<file path="config.mk">
export PLATFORM = sky130hd
export DESIGN_NAME = host_port_fetch_buffer
export DESIGN_NICKNAME = d
export VERILOG_FILES = /design/src/host_port_pkg.sv /design/src/write_queue.sv /design/src/host_port_fetch_buffer.sv
export SDC_FILE = /design/constraint.sdc
export NUM_CORES = 1
export LEC_CHECK = 0
export BUFFER_PORTS_ARGS = -buffer_cell sky130_fd_sc_hd__clkbuf_2
export CAP_MARGIN = 5
export CORE_MARGIN = 4
export CORE_UTILIZATION = 55
export CTS_CLUSTER_SIZE = 24
export DETAILED_ROUTE_END_ITERATION = 10
export PLACE_DENSITY = 0.83
export SYNTH_ARGS = -nofsm -noshare
export SYNTH_HDL_FRONTEND = slang
export SYNTH_SLANG_ARGS = --single-unit
</file>
<file path="constraint.sdc">
create_clock -name i_clock -period 5.29 [get_ports i_clock]
set_input_delay 0.529 -clock i_clock [delete_from_list [all_inputs] [get_ports i_clock]]
set_output_delay 0.529 -clock i_clock [all_outputs]
set_load 0.03 [all_outputs]
</file>
<file path="src/host_port_pkg.sv">
package host_port_pkg;

  // widths of the host and shared memory paths
  localparam int ADDR_W          = 24;
  localparam int DATA_W          = 16;
  localparam int REG_ADDR_W      = 8;
  localparam int SEL_W           = 3;

  // buffering sizes
  localparam int WFIFO_DEPTH     = 4;
  localparam int FETCH_ENTRIES   = 4;

  // strap capture: cycles after reset release, past the two sync stages
  localparam logic [1:0] STRAP_CAPTURE_CYCLES = 2'h3;

  // reset values
  localparam logic [DATA_W-1:0] DATA_RST = 16'h0000;
  localparam logic [ADDR_W-1:0] ADDR_RST = 24'h00_0000;

  // host bus styles on the three select pins (pin 2, 1, 0)
  typedef enum logic [SEL_W-1:0] {
    ht_byte_mux_a   = 3'h3,
    ht_word_mux_a   = 3'h7,
    ht_word_sep_a   = 3'h4,
    ht_wide_sep     = 3'h0,
    ht_byte_mux_b   = 3'h1,
    ht_word_mux_b   = 3'h5,
    ht_word_sep_b   = 3'h6,
    ht_reserved     = 3'h2
  } host_type_t;

  // access sequencer states
  typedef enum logic [2:0] {
    st_idle     = 3'h0,
    st_reg      = 3'h1,
    st_rd_drain = 3'h2,
    st_rd_req   = 3'h3,
    st_rd_data  = 3'h4,
    st_wr_push  = 3'h5,
    st_done     = 3'h6
  } seq_state_t;

endpackage : host_port_pkg

</file>
<file path="src/write_queue.sv">
`timescale 1ns/100ps
`default_nettype none

module write_queue #(
  parameter int WIDTH = 40,
  parameter int DEPTH = 4
) (
  // clock and reset
  input  wire logic             i_clock,
  input  wire logic             i_rst_n,
  // fill side
  input  wire logic             i_push_valid,
  output logic                  o_push_ready,
  input  wire logic [WIDTH-1:0] i_push_data,
  // drain side
  output logic                  o_pop_valid,
  input  wire logic             i_pop_ready,
  output logic      [WIDTH-1:0] o_pop_data,
  // levels
  output logic                  o_full,
  output logic                  o_empty
);

  localparam int PTR_W = (DEPTH > 1) ? $clog2(DEPTH) : 1;

  if (DEPTH < 2 || (DEPTH & (DEPTH - 1)) != 0 || WIDTH < 1) begin : g_size_check
    $error("write_queue: DEPTH must be a power of two >= 2");
  end

  logic [WIDTH-1:0] mem_r [DEPTH];
  logic [PTR_W-1:0] wr_ptr_r;
  logic [PTR_W-1:0] rd_ptr_r;
  logic [PTR_W:0]   count_r;

  wire push = i_push_valid & o_push_ready;
  wire pop  = o_pop_valid & i_pop_ready;

  assign o_full       = (count_r == (PTR_W+1)'(DEPTH));
  assign o_empty      = (count_r == '0);
  assign o_push_ready = ~o_full;
  assign o_pop_valid  = ~o_empty;
  assign o_pop_data   = mem_r[rd_ptr_r];

  always_ff @(posedge i_clock) begin
    if (push) begin
      mem_r[wr_ptr_r] <= i_push_data;
    end
  end

  always_ff @(posedge i_clock) begin
    if (!i_rst_n) begin
      wr_ptr_r <= '0;
      rd_ptr_r <= '0;
      count_r  <= '0;
    end else begin
      wr_ptr_r <= wr_ptr_r + PTR_W'(push);
      rd_ptr_r <= rd_ptr_r + PTR_W'(pop);
      count_r  <= count_r + (PTR_W+1)'(push) - (PTR_W+1)'(pop);
    end
  end

endmodule : write_queue

`default_nettype wire

</file>
<file path="src/host_port_fetch_buffer.sv">
// Notes on behaviour
// - at initialisation the host bus style is taken from the three select pins.
// - the pins code seven styles and code 0,1,0 is reserved and flagged.
// - the register chip select is decoded as an internal register access.
// - the memory chip select sends the access to shared memory through the buffers.
// - the buffers are used whatever host style is strapped.
// - there is one write queue and four read fetch memories.
// - a memory write puts address and data together into a four word queue.
// - a write to an address held in a fetch memory invalidates that copy.
// - queued writes finish on the host bus without waiting for the memory, except a write that finds the four word queue full.
// - memory read hits are answered from one of the four fetch memories, misses from the word read from shared memory.
// - a read that hits a valid fetch entry goes from idle straight to done, one cycle after it starts, with no shared memory access.
// - every returned memory word comes from shared memory, fetch entries are copies.
// - shared memory is reached by requesting the internal arbiter.
// - shared memory words and buffers are 16 bits wide.
`timescale 1ns/100ps
`default_nettype none

module host_port_fetch_buffer #(
  parameter int FIFO_DEPTH = host_port_pkg::WFIFO_DEPTH,
  parameter int ENTRIES    = host_port_pkg::FETCH_ENTRIES
) (
  // clock and reset
  input  wire logic                                i_clock,
  input  wire logic                                i_rst_n,
  // strap pins
  input  wire logic [host_port_pkg::SEL_W-1:0]     i_host_type_select_pins,
  output logic      [host_port_pkg::SEL_W-1:0]     o_host_type,
  output logic                                     o_host_type_valid,
  output logic                                     o_host_type_reserved,
  // host bus pins
  input  wire logic                                i_register_chip_select_n,
  input  wire logic                                i_memory_chip_select_n,
  input  wire logic                                i_host_read_n,
  input  wire logic                                i_host_write_n,
  input  wire logic [host_port_pkg::ADDR_W-1:0]    i_host_addr,
  input  wire logic [host_port_pkg::DATA_W-1:0]    i_host_data,
  output logic      [host_port_pkg::DATA_W-1:0]    o_host_data,
  output logic                                     o_host_data_oe,
  output logic                                     o_host_ready,
  // internal register file
  output logic                                     o_reg_req,
  output logic                                     o_reg_write,
  output logic      [host_port_pkg::REG_ADDR_W-1:0] o_reg_addr,
  output logic      [host_port_pkg::DATA_W-1:0]    o_reg_wdata,
  input  wire logic                                i_reg_ack,
  input  wire logic [host_port_pkg::DATA_W-1:0]    i_reg_rdata,
  // shared memory arbiter
  output logic                                     o_mem_req,
  output logic                                     o_mem_write,
  output logic      [host_port_pkg::ADDR_W-1:0]    o_mem_addr,
  output logic      [host_port_pkg::DATA_W-1:0]    o_mem_wdata,
  input  wire logic                                i_mem_gnt,
  input  wire logic                                i_mem_rvalid,
  input  wire logic [host_port_pkg::DATA_W-1:0]    i_mem_rdata
);

  import host_port_pkg::*;

  localparam int IDX_W = $clog2(ENTRIES);
  localparam int QW    = ADDR_W + DATA_W;
  localparam int PW    = SEL_W + 4 + ADDR_W + DATA_W;

  if (ENTRIES < 2 || (ENTRIES & (ENTRIES - 1)) != 0 || FIFO_DEPTH < 2) begin : g_size_check
    $error("host_port_fetch_buffer: unsupported buffer sizes");
  end

  // pin synchronisers
  logic [PW-1:0] pin_s1_r;
  logic [PW-1:0] pin_s2_r;
  logic          access_d_r;

  wire [PW-1:0] pin_raw = {i_host_type_select_pins, i_register_chip_select_n,
                           i_memory_chip_select_n, i_host_read_n, i_host_write_n,
                           i_host_addr, i_host_data};
  wire [SEL_W-1:0]  sel_s  = pin_s2_r[PW-1 -: SEL_W];
  wire              rcs_s  = ~pin_s2_r[PW-SEL_W-1];
  wire              mcs_s  = ~pin_s2_r[PW-SEL_W-2];
  wire              rd_s   = ~pin_s2_r[PW-SEL_W-3];
  wire              wr_s   = ~pin_s2_r[PW-SEL_W-4];
  wire [ADDR_W-1:0] addr_s = pin_s2_r[DATA_W +: ADDR_W];
  wire [DATA_W-1:0] data_s = pin_s2_r[DATA_W-1:0];
  wire              access = (rcs_s | mcs_s) & (rd_s | wr_s);
  wire              start  = access & ~access_d_r;

  always_ff @(posedge i_clock) begin
    pin_s1_r   <= pin_raw;
    pin_s2_r   <= pin_s1_r;
    access_d_r <= i_rst_n & access;
  end

  // strap capture
  logic [1:0]       strap_cnt_r;
  logic [SEL_W-1:0] host_type_r;
  logic             type_valid_r;

  always_ff @(posedge i_clock) begin
    if (!i_rst_n) begin
      strap_cnt_r  <= 2'h0;
      host_type_r  <= SEL_W'(ht_wide_sep);
      type_valid_r <= 1'b0;
    end else if (!type_valid_r) begin
      strap_cnt_r <= strap_cnt_r + 2'h1;
      if (strap_cnt_r == STRAP_CAPTURE_CYCLES) begin
        host_type_r  <= sel_s;
        type_valid_r <= 1'b1;
      end
    end
  end

  assign o_host_type          = host_type_r;
  assign o_host_type_valid    = type_valid_r;
  assign o_host_type_reserved = type_valid_r & (host_type_r == SEL_W'(ht_reserved));

  // fetch memories
  logic [ADDR_W-1:0] fa_r [ENTRIES];
  logic [DATA_W-1:0] fd_r [ENTRIES];
  logic [ENTRIES-1:0] fv_r;
  logic [IDX_W-1:0]   victim_r;

  function automatic logic [ENTRIES-1:0] fetch_match(input logic [ADDR_W-1:0] a);
    logic [ENTRIES-1:0] m;
    m = '0;
    for (int i = 0; i < ENTRIES; i++) begin
      m[i] = fv_r[i] & (fa_r[i] == a);
    end
    return m;
  endfunction : fetch_match

  // access sequencer
  seq_state_t        state_r;
  seq_state_t        state_nxt;
  logic              is_wr_r;
  logic [ADDR_W-1:0] addr_r;
  logic [DATA_W-1:0] wdata_r;
  logic [DATA_W-1:0] rdata_r;

  // function reads the entry arrays, so a process keeps the match current
  logic [ENTRIES-1:0] hit_vec;

  always_comb begin
    hit_vec = fetch_match(addr_s);
  end

  wire               hit     = |hit_vec;
  logic [DATA_W-1:0] hit_data;

  always_comb begin
    hit_data = DATA_RST;
    for (int i = 0; i < ENTRIES; i++) begin
      if (hit_vec[i]) begin
        hit_data = fd_r[i];
      end
    end
  end

  // write queue: address and data travel together
  logic          q_push_ready;
  logic          q_pop_valid;
  logic [QW-1:0] q_pop_data;
  logic          q_empty;
  wire           q_push = (state_r == st_wr_push);

  write_queue #(
    .WIDTH (QW),
    .DEPTH (FIFO_DEPTH)
  ) u_write_queue (
    .i_clock      (i_clock),
    .i_rst_n      (i_rst_n),
    .i_push_valid (q_push),
    .o_push_ready (q_push_ready),
    .i_push_data  ({addr_r, wdata_r}),
    .o_pop_valid  (q_pop_valid),
    .i_pop_ready  (i_mem_gnt),
    .o_pop_data   (q_pop_data),
    .o_full       (),
    .o_empty      (q_empty)
  );

  always_comb begin
    state_nxt = state_r;
    case (state_r)
      st_idle: begin
        if (start && rcs_s) begin
          state_nxt = st_reg;
        end else if (start && wr_s) begin
          state_nxt = st_wr_push;
        end else if (start && hit) begin
          state_nxt = st_done;
        end else if (start) begin
          state_nxt = st_rd_drain;
        end
      end
      st_reg:      state_nxt = i_reg_ack ? st_done : st_reg;
      st_wr_push:  state_nxt = q_push_ready ? st_done : st_wr_push;
      st_rd_drain: state_nxt = q_empty ? st_rd_req : st_rd_drain;
      st_rd_req:   state_nxt = i_mem_gnt ? st_rd_data : st_rd_req;
      st_rd_data:  state_nxt = i_mem_rvalid ? st_done : st_rd_data;
      st_done:     state_nxt = access ? st_done : st_idle;
      default:     state_nxt = st_idle;
    endcase
  end

  always_ff @(posedge i_clock) begin
    if (!i_rst_n) begin
      state_r <= st_idle;
    end else begin
      state_r <= state_nxt;
    end
  end

  always_ff @(posedge i_clock) begin
    if (!i_rst_n) begin
      is_wr_r <= 1'b0;
      addr_r  <= ADDR_RST;
      wdata_r <= DATA_RST;
    end else if (state_r == st_idle && start) begin
      is_wr_r <= wr_s;
      addr_r  <= addr_s;
      wdata_r <= data_s;
    end
  end

  always_ff @(posedge i_clock) begin
    if (!i_rst_n) begin
      rdata_r <= DATA_RST;
    end else if (state_r == st_idle && start && rd_s && !rcs_s && hit) begin
      rdata_r <= hit_data;
    end else if (state_r == st_rd_data && i_mem_rvalid) begin
      rdata_r <= i_mem_rdata;
    end else if (state_r == st_reg && i_reg_ack && !is_wr_r) begin
      rdata_r <= i_reg_rdata;
    end
  end

  // fetch entry upkeep
  logic [ENTRIES-1:0] inval_vec;

  always_comb begin
    inval_vec = q_push ? fetch_match(addr_r) : '0;
  end

  wire               fill      = (state_r == st_rd_data) & i_mem_rvalid;

  always_ff @(posedge i_clock) begin
    if (!i_rst_n) begin
      fv_r     <= '0;
      victim_r <= '0;
    end else begin
      fv_r <= fv_r & ~inval_vec;
      if (fill) begin
        fv_r[victim_r] <= 1'b1;
        victim_r       <= victim_r + IDX_W'(1);
      end
    end
  end

  always_ff @(posedge i_clock) begin
    if (fill) begin
      fa_r[victim_r] <= addr_r;
      fd_r[victim_r] <= i_mem_rdata;
    end
  end

  // host side outputs
  // write completes once queued
  assign o_host_ready   = (state_r == st_done);
  assign o_host_data    = rdata_r;
  assign o_host_data_oe = (state_r == st_done) & ~is_wr_r;

  // register side
  assign o_reg_req   = (state_r == st_reg);
  assign o_reg_write = is_wr_r;
  assign o_reg_addr  = addr_r[REG_ADDR_W-1:0];
  assign o_reg_wdata = wdata_r;

  // memory side: queued writes before reads
  // 16-bit words to the arbiter
  assign o_mem_req   = q_pop_valid | (state_r == st_rd_req);
  assign o_mem_write = q_pop_valid;
  assign o_mem_addr  = q_pop_valid ? q_pop_data[DATA_W +: ADDR_W] : addr_r;
  assign o_mem_wdata = q_pop_data[DATA_W-1:0];

endmodule : host_port_fetch_buffer

`default_nettype wire

</file>
-- Yosys cells after proc, flatten, opt, wreduce, memory -nomap -nowiden
Memory sizes are Yosys's and may differ from the RTL's. A register that Yosys moved wholly into a read port is not among the register bits.
Cells that the tools add are included.
- add/sub/neg operators: 6
- order comparisons: 2
- eq/ne operators: 18
- mux-type cells: 30
- bitwise logic cells: 31
- reductions and logical operators: 17
- operators with widths (kind ; number):
    == test 24 bit ; 8
    2-to-1 mux 16 bit ; 7
    2-to-1 mux 24 bit ; 1
    2-to-1 mux 3 bit ; 7
    case mux 3 bit (7 select lines) ; 1
    AND 1 bit ; 16
    == test 3 bit (second input constant) ; 4
    logical AND 1 bit ; 11
    == test 3 x 2 -> 1 bit (second input constant) ; 3
    NOT 1 bit ; 9
    2-to-1 mux 1 bit ; 8
    2-to-1 mux 4 bit ; 2
    zero test 3 bit ; 2
    2-to-1 mux 2 bit ; 3
    != test 5 bit (second input constant) ; 1
    adder 2 x 1 -> 2 bit ; 2
    adder 2 x 1 -> 2 bit (second input constant) ; 2
    AND 4 bit ; 1
    NOT 4 bit ; 1
    bitwise OR 4 bit ; 1
    OR reduction 4 bit ; 1
    adder 3 x 1 -> 3 bit ; 1
    == test 3 x 1 -> 1 bit (second input constant) ; 1
    less-than comparator 2 x 3 -> 1 bit (second input constant) ; 1
    other kinds (8) ; 10
- register bits: 174
- RAM bits: 320
- bits of input ports: 84
- output and inout port bits: 91
- word-level logic and storage cells: 123
- memories: 3
- memory list (name ; depth ; bits a word ; rd ports ; clocked after Yosys merged registers in ; wr ports ; line ; text):
    u_write_queue.mem_r ; 4 ; 40 ; 1 ; 1 ; 1 ; write_queue.sv:30 ; logic [WIDTH-1:0] mem_r [DEPTH];
    fa_r ; 4 ; 24 ; 4 ; 0 ; 1 ; host_port_fetch_buffer.sv:116 ; logic [ADDR_W-1:0] fa_r [ENTRIES];
    fd_r ; 4 ; 16 ; 4 ; 0 ; 1 ; host_port_fetch_buffer.sv:117 ; logic [DATA_W-1:0] fd_r [ENTRIES];

-- Longest topological paths before layout
Gate-level depths: netlist of run 1.
- depth after elaboration: 9
- gate-level depth with buffers: 11
- gate-level depth less buffers: 10

-- Hierarchy
From an unflattened synthesis of run 1, not the netlist that was laid out.
- cells, all modules: 1368
- area total of the unflattened synthesis: 19787.7 sq um
- by module, submodules not included (module ; instances ; cells each ; area each (sq um) ; sequential area each (sq um)):
    host_port_fetch_buffer ; 1 ; 1121 ; 13629.3 ; 8147.8
    write_queue ; 1 ; 247 ; 6158.4 ; 4944.7

-- Worst setup path after synthesis of run 1
No wires, ideal clock.
- path type: register to register
- start point: register state_r[2]
- end point: memory u_write_queue.mem_r[0][0], enable pin
- setup time: 0.496 ns
- arrival time: 4.112 ns
- required time: 4.794 ns
- setup slack: 0.682 ns
- cell stages (with the launch flop): 5
- path buffers: 1
- clock period less this slack: 4.608 ns
- path through: dfxtp_1 > clkbuf_1 > nand2_1 > nor3_1 > nor3b_1
- cells in the longest elaborated chain, start to end: 4
- ends and longest elaborated chain (item ; line ; text):
    start: declaration ; host_port_fetch_buffer.sv:131 ; seq_state_t state_r;
    start signal: assignment ; host_port_fetch_buffer.sv:206 ; state_r <= st_idle;
    start signal: assignment ; host_port_fetch_buffer.sv:208 ; state_r <= state_nxt;
    == test 3 bit ; host_port_fetch_buffer.sv:162 ; wire q_push = (state_r == st_wr_push);
    AND 1 bit ; write_queue.sv:35 ; wire push = i_push_valid & o_push_ready;
    2-to-1 mux 1 bit ; write_queue.sv:45 ; if (push) begin
    2-to-1 mux 1 bit (implied by the code) ; write_queue.sv:46 ; mem_r[wr_ptr_r] <= i_push_data;
    end: declaration ; write_queue.sv:30 ;
No other way between the ends.

-- Final worst setup path of run 1
- start point: register pin_s2_r[38]
- end point: register rdata_r[10], in the netlist o_host_data[10]
- cells in the longest elaborated chain, start to end: 7
- elaborated cells between the ends (all ways): 16
- classes of those cells: 4 x eq/ne; 5 x mux; 4 x bitwise; 3 x reduce/logical
- ends and longest elaborated chain (item ; line ; text):
    start: declaration ; host_port_fetch_buffer.sv:70 ; logic [PW-1:0] pin_s2_r;
    start signal: assignment ; host_port_fetch_buffer.sv:88 ; pin_s2_r <= pin_s1_r;
    == test 24 bit ; host_port_fetch_buffer.sv:125 ; m[i] = fv_r[i] & (fa_r[i] == a);
    AND 1 bit ; host_port_fetch_buffer.sv:125 ;
    2-to-1 mux 16 bit (4 in a row) ; host_port_fetch_buffer.sv:151 ; if (hit_vec[i]) begin
    2-to-1 mux 16 bit ; host_port_fetch_buffer.sv:227 ; end else if (state_r == st_idle && start && rd_s && !rcs_s && hit) begin
    end signal: assignment ; host_port_fetch_buffer.sv:228 ; rdata_r <= hit_data;
    end signal: assignment ; host_port_fetch_buffer.sv:230 ; rdata_r <= i_mem_rdata;
    end signal: assignment ; host_port_fetch_buffer.sv:232 ; rdata_r <= i_reg_rdata;
    end: declaration ; host_port_fetch_buffer.sv:136 ; logic [DATA_W-1:0] rdata_r;
Several ways; a longest one is shown, not always the timed one.
A chain may end at the register's enable or synchronous reset.

==> results of run 1 <==
[per-stage QoR]
stage / setup slack (ns) / power, uW / instances
after floorplan: 0.682 / 5940 / 1297
after detailed placement: 1.83 / 6550 / 1837
final: 1.78 / 9700 / 1930
after global placement: 1.93 / 6510 / 1837
after CTS: 1.79 / 9780 / 1928
after global routing: 1.56 / 10100 / 1930
[cells by family after synthesis]
| logic type | Yosys count | share of synthesized area, % |
|---|---|---|
| flops | 494 | 68.7 |
| simple gates | 264 | 6.58 |
| xor+xnor | 198 | 9.10 |
| compound gates | 131 | 5.04 |
| buf+inv | 115 | 2.66 |
| mux | 85 | 7.25 |
| fa+ha+maj | 10 | 0.696 |
[power breakdown]
| part | switching [uW] | total (uW) | internal (uW) |
|---|---|---|---|
| clock | 1400 | 3240 | 1840 |
| combinational | 1140 | 1880 | 732 |
| sequential | 292 | 4580 | 4290 |
| total | 2840 | 9700 | 6860 |
[placed cells by master, fill, tap and decap left out, drive strengths merged, types with 4 or more instances in the layout]
cell type / n
edfxtp: 320
clkbuf: 242
dfxtp: 174
xor2: 105
nand2: 97
xnor2: 93
a21oi: 66
nor2: 61
mux4: 40
nand3: 26
mux2: 24
nor4: 24
nand4: 22
mux2i: 21
buf: 21
clkinv: 18
a221oi: 17
a21o: 16
inv: 16
o31ai: 16
ha: 9
nor3: 9
and2: 5
o41ai: 5
nor2b: 4
a22oi: 4
nor3b: 4
[worst paths after layout]
path | start | end | slack, ns
worst min register to register | pin_s1_r[15]$_DFF_P_ | pin_s2_r[15]$_DFF_P_ | 0.32
worst max-delay path | pin_s2_r[38]$_DFF_P_ | o_host_data[10]$_SDFFE_PN0P_ | 1.78
worst max register to register | pin_s2_r[38]$_DFF_P_ | o_host_data[10]$_SDFFE_PN0P_ | 1.78
worst min-delay path | i_host_addr[11] | pin_s1_r[27]$_DFF_P_ | 0.07
[synth_stat cells (10+ instances only)]
library cell / number / share of area [%]
edfxtp_1: 320 / 50
dfxtp_1: 174 / 18
xor2_1: 105 / 4.8
nand2_1: 97 / 1.9
xnor2_1: 93 / 4.3
clkbuf_1: 67 / 1.3
a21oi_1: 66 / 1.7
nor2_1: 61 / 1.2
mux4_2: 40 / 4.7
nand3_1: 26 / 0.68
mux2_2: 24 / 1.4
nor4_1: 23 / 0.75
nand4_1: 22 / 0.72
mux2i_1: 21 / 1.1
a21o_1: 16 / 0.63
buf_2: 16 / 0.42
inv_1: 13 / 0.26
a221oi_2: 10 / 0.79
[area by class of cell]
cell class,count,area (sq um)
Clock inverter,23,119
Sequential cell,494,13100
Tap cell,448,561
Fill cell,2418,12100
Multi-Input combinational cell,688,5500
Inverter,13,48.8
Timing Repair Buffer,195,1040
Antenna cell,1,2.50
Clock buffer,68,1390
[sequential cells by signal (all words and copies together), names as in the netlist, 16 cells and up]
register	flops
o_reg_wdata	16
addr_r	24
o_host_data	16
u_write_queue.mem_r	160
fa_r	96
pin_s1_r	47
pin_s2_r	47
fd_r	64
[metal layers]
metal | routed length [um] | global-route usage [%] | share of wire (%) | up-vias
met5 | 0 | 0 | 0 | -
met1 | 18700 | 32.6 | 42 | 5538
li1 | - | - | - | 4983
met3 | 3040 | 4.01 | 6.9 | 92
met4 | 1160 | 6.46 | 2.6 | 0
met2 | 21000 | 37.0 | 48 | 467
==> results.md, run 1 <==
- The number of vias per cell after detailed routing is 5.74.
- The kind of end point of the critical path is a register.
- The total count of hold-check failures in the final report came to 0.
- The total buffers and inverters traversed by the critical path is 2.
- The insertion delay of the later-clocked pin in the worst-skew pair is 0.56 ns.
- In the synthesized netlist the dominant register cell turns out to be edfxtp_1.
- Of all flip-flops after synthesis, the portion carrying an async set or reset was 0%.
- The first detailed-routing pass took 6 iterations.
- Broken down by cell family, the worst path's largest delay share belongs to simple AND/OR/NAND/NOR gates.
- Summed over all failing endpoints, the final setup total negative slack is 0 ns.
- The kind of critical path is register to register.
- The clock tree from TritonCTS is done.
- The detailed-placement wirelength estimate is 28.3 mm.
- The clock arrives with 0.0159 ns of skew.
- The share of post-route cells with drive strength above 1 is 24.3%.
- The path class of the tightest hold or removal check is input port to register.
- Setup repair after global routing left no endpoint under its margin.
- The maximum clock frequency is 285 MHz.
- The worst path needs 3.51 ns of the cycle, external delays included.
- The highest ir drop seen on vdd is 330 uV.
- The number of synthesized flops with an enable pin is 320.
- The critical path startpoint category is a register.
- The number of setup violations in the final report is 0.
- The clock-pin slew of the registers on the worst-case setup and hold paths is 0.06 ns.
- The final-stage net count is 1535.
- Buffers added to address setup during post-CTS repair amount to 0.
- The number of buffers on the longest clock path is 3.
- The analysis attributes to cell leakage a power of 0.00800 uW.
- The post-synthesis net count is 1391.
- The detailed-route wire length is 43.9 mm.
- The worst hold slack across all endpoints is 0.0655 ns.
- Along the worst path, the maximum fanout reaches 20.
- The number of resized instances in the post-cts repair step is 0.
- Input and output buffers added on the ports amount to 174.
- The first routing iteration left 985 violations.
- The signal on the critical path passes through xnor2_1 -> nand4_1 -> or4_4 -> nor4_4 -> buf_4 -> o41ai_2 -> buf_4 -> or2_1 -> o31ai_1.
- The number of H-tree branching levels is 2.
- After routing the design area is 0.0217 sq mm.
- The number of clock buffers added by TritonCTS is 49.
- The synthesis warning total is 0.
- Dividing the final minimum period by the clock period gives 66.3%.
- The remaining number of nets flagged by the antenna check after routing is 0.
- The initial cell density of the core is 56.3%.
- The number of sinks handled by clock tree synthesis is 494.
- Dividing the detail-routed wire length by the instance count gives 22.8 um.
- The site row count is 67.
- The via count of the first global-routing pass is 11200.
- The die span in y is 194 um.
- In this run, distinct cell masters in the synthesized netlist total 49.
- The die covers 0.0377 sq mm.
- At the pin with the least slew margin, the transition time is 1.18 ns.
- The congestion estimate from routability-driven global placement came to 0.976.
- Hold repair after CTS inserted 0 buffers.
- Data arrives at the worst endpoint at 3.97 ns.
- At the worst endpoint, the required time is 5.75 ns.
- On the critical path, the stage with the largest delay is an instance of or4_4.
- The relative slew slack is 21.6%.
- Along the worst hold path, the cell count comes to 1.
- The average instance in the mapped netlist occupies 14.7 sq um.
- Among the stages of the critical path, the cell type that occurs most often is buf_4.
- Summing all placed instances gives a cell area of 0.0202 sq mm.
- The pin count of the biggest net entering global routing is 58.
- The tree is rooted in a clkbuf_16.
- Summing every instance area after synthesis gives 0.0191 sq mm.
- The total core area is 0.0339 sq mm.
- The die width is 194 um.
- The sequential area share after synthesis is 68.7%.
- The number of synthesized register bits is 494.
- The count of boundary I/O pins is 175.
- Across all layers, the routed design uses 11100 vias.
- The path depth of the worst reg2reg path is 9.
- For this design the ratio of total power to cell area is 446 mW/mm^2.
- The flow ran to the end, and the final reports show no timing, DRC or antenna violations.
- After global routing the overflow that remains totals 0.
- After detailed routing, the number of remaining DRC violations is 0.
- The largest single stage delay on the critical path is 0.58 ns.
- The count of pins over their slew limit is 0.
- The all-layer global routing usage is 22.9%.
- The number of max-capacitance violations reported is 0.
- From synthesis to final layout, the design area changed by 14.1%.
- The cell count after synthesis came out at 1297.
- The critical path runs through a total of 9 cells.
- The first-pass GRT wire length is 67.3 mm.
- The number of antenna violations at the first check in global routing is 1.
- The core utilization of the finished layout is 64.2%.
Note: power is estimated with default switching activity, not from simulation.
==> run 2: changes to the inputs <==
--- a/config.mk
+++ b/config.mk
@@ -8,7 +8,7 @@
 export BUFFER_PORTS_ARGS = -buffer_cell sky130_fd_sc_hd__clkbuf_2
 export CAP_MARGIN = 5
 export CORE_MARGIN = 4
-export CORE_UTILIZATION = 55
+export CORE_UTILIZATION = 53
 export CTS_CLUSTER_SIZE = 24
 export DETAILED_ROUTE_END_ITERATION = 10
 export PLACE_DENSITY = 0.83
==> constraint.sdc (replaced) <==
create_clock -name i_clock -period 2.8 [get_ports i_clock]
set_input_delay 0.28 -clock i_clock [delete_from_list [all_inputs] [get_ports i_clock]]
set_output_delay 0.28 -clock i_clock [all_outputs]
set_load 0.03 [all_outputs]
==> run 2 against run 1 <==
Effect of this change:
- count of clock-buffer cells in the layout decreased by 5
- final area increased by 7.0%
- cell count increased by 7.3%
- combinational power grew 110%
- sequential power increased by 84%
- via count is 4.2% higher
- clock power increased by 120%
- non-clock buffer count is 128 higher
- routed wire length increased by 6.7%
- core utilization increased by 1.2 points
==> results.md, run 2 (same netlist as run 1, synthesis figures left out) <==
- The end of the worst register-to-register path is o_host_data[9]$_SDFFE_PN0P_ (was o_host_data[10]$_SDFFE_PN0P_).
- The first-pass GRT wire length came to 70.7 mm (was 67.3 mm).
- The startpoint of the tightest hold check path was i_reg_rdata[6] (was i_host_addr[11]).
- The number of remaining DRC errors was 0 (unchanged).
- The sequential cell fraction of total power is 43.5% (was 47.3%).
- The total core area is 0.0356 sq mm (was 0.0339 sq mm).
- The layout overhead on the synthesized area is 22.0% (was 14.1%).
- The peak fanout along the critical path came to 16 (was 20).
- Biggest regs: u_write_queue.mem_r: 160 flops, fa_r: 96 flops, fd_r: 64 flops (unchanged).
- The initial detailed-routing violation count is 904 (was 985).
- The total count of hold-check failures in the final report was 0 (unchanged).
- The via count of the first global-routing pass is 12000 (was 11200).
- The clock share of power came to 35.9% (was 33.4%).
- The relative slew slack was 46.7% (was 21.6%).
- Most used cells in the layout excluding fill and tap cells: edfxtp_1 (320), clkbuf_2 (174), dfxtp_1 (171) (was edfxtp_1 (320), clkbuf_2 (174), dfxtp_1 (172)).
- The share of post-route cells with drive strength above 1 was 27.9% (was 24.3%).
- The critical path startpoint category is a register (unchanged).
- The type of the tightest min-delay check was input port to register (unchanged).
- The detailed-placement wirelength estimate is 30.2 mm (was 28.3 mm).
- The final-stage net count is 1663 (was 1535).
- The power after layout is 19400 uW (was 9700 uW).
- The clock root buffer is clkbuf_16 (unchanged).
- The all-layer global routing usage is 23.8% (was 22.9%).
- The worst hold path endpoint is o_host_data[6]$_SDFFE_PN0P_ (was pin_s1_r[27]$_DFF_P_).
- The number of buffers on the longest clock path is 3 (unchanged).
- The via count of the routed design is 11500 (was 11100).
- The number of clock buffers inserted by TritonCTS is 49 (unchanged).
- The highest ir drop seen on vdd was 682 uV (was 330 uV).
- The net switching fraction of the power is 28.5% (was 29.3%).
- The kind of end point of the critical path is a register (unchanged).
- The worst reg2reg path startpoint is pin_s2_r[20]$_DFF_P_ (was pin_s2_r[38]$_DFF_P_).
- The net switching power is 5540 uW (was 2840 uW).
- The site row count is 69 (was 67).
- The overall die area is 0.0391 sq mm (was 0.0377 sq mm).
- The final critical-path share of the clock period is 95.6% (was 66.3%).
- The maximum clock frequency is 373 MHz (was 285 MHz).
- The die span in y is 198 um (was 194 um).
- The share of total power in combinational logic is 20.5% (was 19.4%).
- The worst clock skew is 0.0142 ns (was 0.0159 ns).
- The slack of the worst reg-to-reg path is 0.12 ns (was 1.78 ns).
- The number of diodes is 0 (was 1).
- The pin count of the biggest net entering global routing is 58 (unchanged).
- The internal cell power was 13900 uW (was 6860 uW).
- The insertion delay of the later-clocked pin in the worst-skew pair is 0.56 ns (about the same).
- The final-layout fill cell count is 2507 (was 2418).
- The power per cell area is 834 mW/mm^2 (was 446 mW/mm^2).
- The remaining number of nets flagged by the antenna check after routing is 0 (unchanged).
- The worst hold slack across all endpoints is 0.181 ns (was 0.0655 ns).
- The number of H-tree branching levels came to 2 (unchanged).
- The kind of critical path is register to register (unchanged).
- The number of vias per cell after detailed routing was 5.58 (was 5.74).
- The number of max-capacitance violations reported was 0 (unchanged).
- The die width is 198 um (was 194 um).
- The commonest non-fill, non-tap cell in the layout is edfxtp_1 (unchanged).
- The number of instances in the placed design is 1912 (was 1837).
- The largest register by flop count is u_write_queue.mem_r (unchanged).
- The number of sinks handled by clock tree synthesis is 494 (unchanged).
- Run status: finished, final reports clean (unchanged).
- The flip-flop count of the largest register, all copies and words added is 160 (unchanged).
- The cell leakage power is 0.00877 uW (was 0.00800 uW).
- The count of port buffers added during placement came to 174 (unchanged).
- The clock tree from TritonCTS is done (unchanged).
- The detailed-route wire length is 46.9 mm (was 43.9 mm).
- The hold path depth is 5 (was 1).
- The data arrival time of the worst path came to 3.13 ns (was 3.97 ns).
- The global route total overflow is 0 (unchanged).
- The accumulated negative setup slack is 0 ns (unchanged).
- The initial cell density of the core came to 53.6% (was 56.3%).
- The filler-free cell count of the finished design came to 2070 (was 1930).
- The number of iterations in the first detailed-routing pass is 5 (was 6).
- The post-route cell area is 0.0233 sq mm (was 0.0217 sq mm).
- The number of antenna violations at the first check in global routing was 0 (was 1).
- The count of pins over their slew limit came to 0 (unchanged).
- The number of setup violations in the final report came to 0 (unchanged).
- The count of boundary I/O pins is 175 (unchanged).
- Setup repair after global routing missed its margin: no (unchanged).
- The transition time at the pin with the least slew margin is 0.799 ns (was 1.18 ns).
- The clock-pin slew of the registers on the worst-case setup and hold paths is 0.06 ns (about the same).
- The path depth of the worst reg2reg path is 10 (was 9).
- The required time reported for the critical path endpoint is 3.25 ns (was 5.75 ns).
- The routability congestion estimate from global placement was 0.952 (was 0.976).
- The total cell area at the placement stage is 0.0208 sq mm (was 0.0202 sq mm).
- The final period demand of the worst path is 2.68 ns (was 3.51 ns).
- The detailed-route wire length per cell is 22.6 um (was 22.8 um).
-- run 2: cell types whose count changed in the layout (fill, tap and decap cells not counted), moves of 3 or more --
cell / before / now
clkinv_1: 13 / 2
dlygate4sd3_1: 0 / 63
buf_4: 20 / 78
clkinv_2: 4 / 13
bufinv_16: 0 / 7
buf_12: 0 / 8
clkbuf_1: 12 / 4
inv_6: 3 / 0
-- run 2: worst max path at each step --
stage / end / slack [ns] / from
after floorplan: fa_r[0][0]$_DFFE_PP_ / 0.1 / state_r[2]$_SDFFE_PN0P_
after global placement: o_host_data[7]$_SDFFE_PN0P_ / 0.008 / pin_s2_r[26]$_DFF_P_
after detailed placement: o_host_data[1]$_SDFFE_PN0P_ / 0.003 / fa_r[0][2]$_DFFE_PP_
after CTS: o_host_data[11]$_SDFFE_PN0P_ / 0.03 / pin_s2_r[26]$_DFF_P_
after global routing: o_host_data[9]$_SDFFE_PN0P_ / 0.02 / fa_r[2][15]$_DFFE_PP_
final: o_host_data[9]$_SDFFE_PN0P_ / 0.12 / pin_s2_r[20]$_DFF_P_
-- run 2: metal layers --
layer / up-vias / global-route usage (%) / routed length, um
li1: 5244 / - / -
met5: - / 0 / 0
met4: 0 / 6.73 / 1150
met3: 68 / 4.04 / 3220
met2: 460 / 40.8 / 23700
met1: 5769 / 31.8 / 18800
-- run 2: final cells by class --
type	count	area [sq um]	share of cell area [%]
Clock buffer	63	1410	6.07
Clock inverter	28	338	1.45
Inverter	13	48.8	0.210
Multi-Input combinational cell	688	5550	23.8
Sequential cell	494	13100	56.3
Tap cell	461	577	2.48
Timing Repair Buffer	323	2250	9.66
-- run 2: worst max-delay path, stage by stage (launching register included) --
cell	delay [ns]
dfxtp_1	0.34
buf_4	0.17
xor2_1	0.18
nor4_2	0.42
nand2_1	0.12
nor4_2	0.34
buf_4	0.21
o41ai_2	0.08
or2_1	0.26
buf_12	0.17
o31ai_1	0.28
-- run 2: what timing repair did --
action                                  CTS  global route
resized for setup                         2             5
pin swaps                                 1             2
endpoints found under the hold margin   108             0
hold buffers                             63             0
endpoints found under the setup margin   11            12
buffers inserted                          1             3
-- run 2: power by group through the flow --
stage / registers, uW / logic (uW) / clock network, uW
floorplan: 8570 / 2660 / 0
global route: 8480 / 4230 / 7360
CTS: 8450 / 4020 / 7040
global placement: 8580 / 3860 / 0
detailed placement: 8600 / 3910 / 0
finish: 8450 / 3990 / 6970
-- run 2: metrics by stage --
stage	setup WS (ns)	utilization (%)
floorplan	0.0991	-
global placement	0.00802	58.5
detailed placement	0.00287	58.5
CTS	0.0293	65.2
global route	0.0198	65.4
finish	0.122	65.4
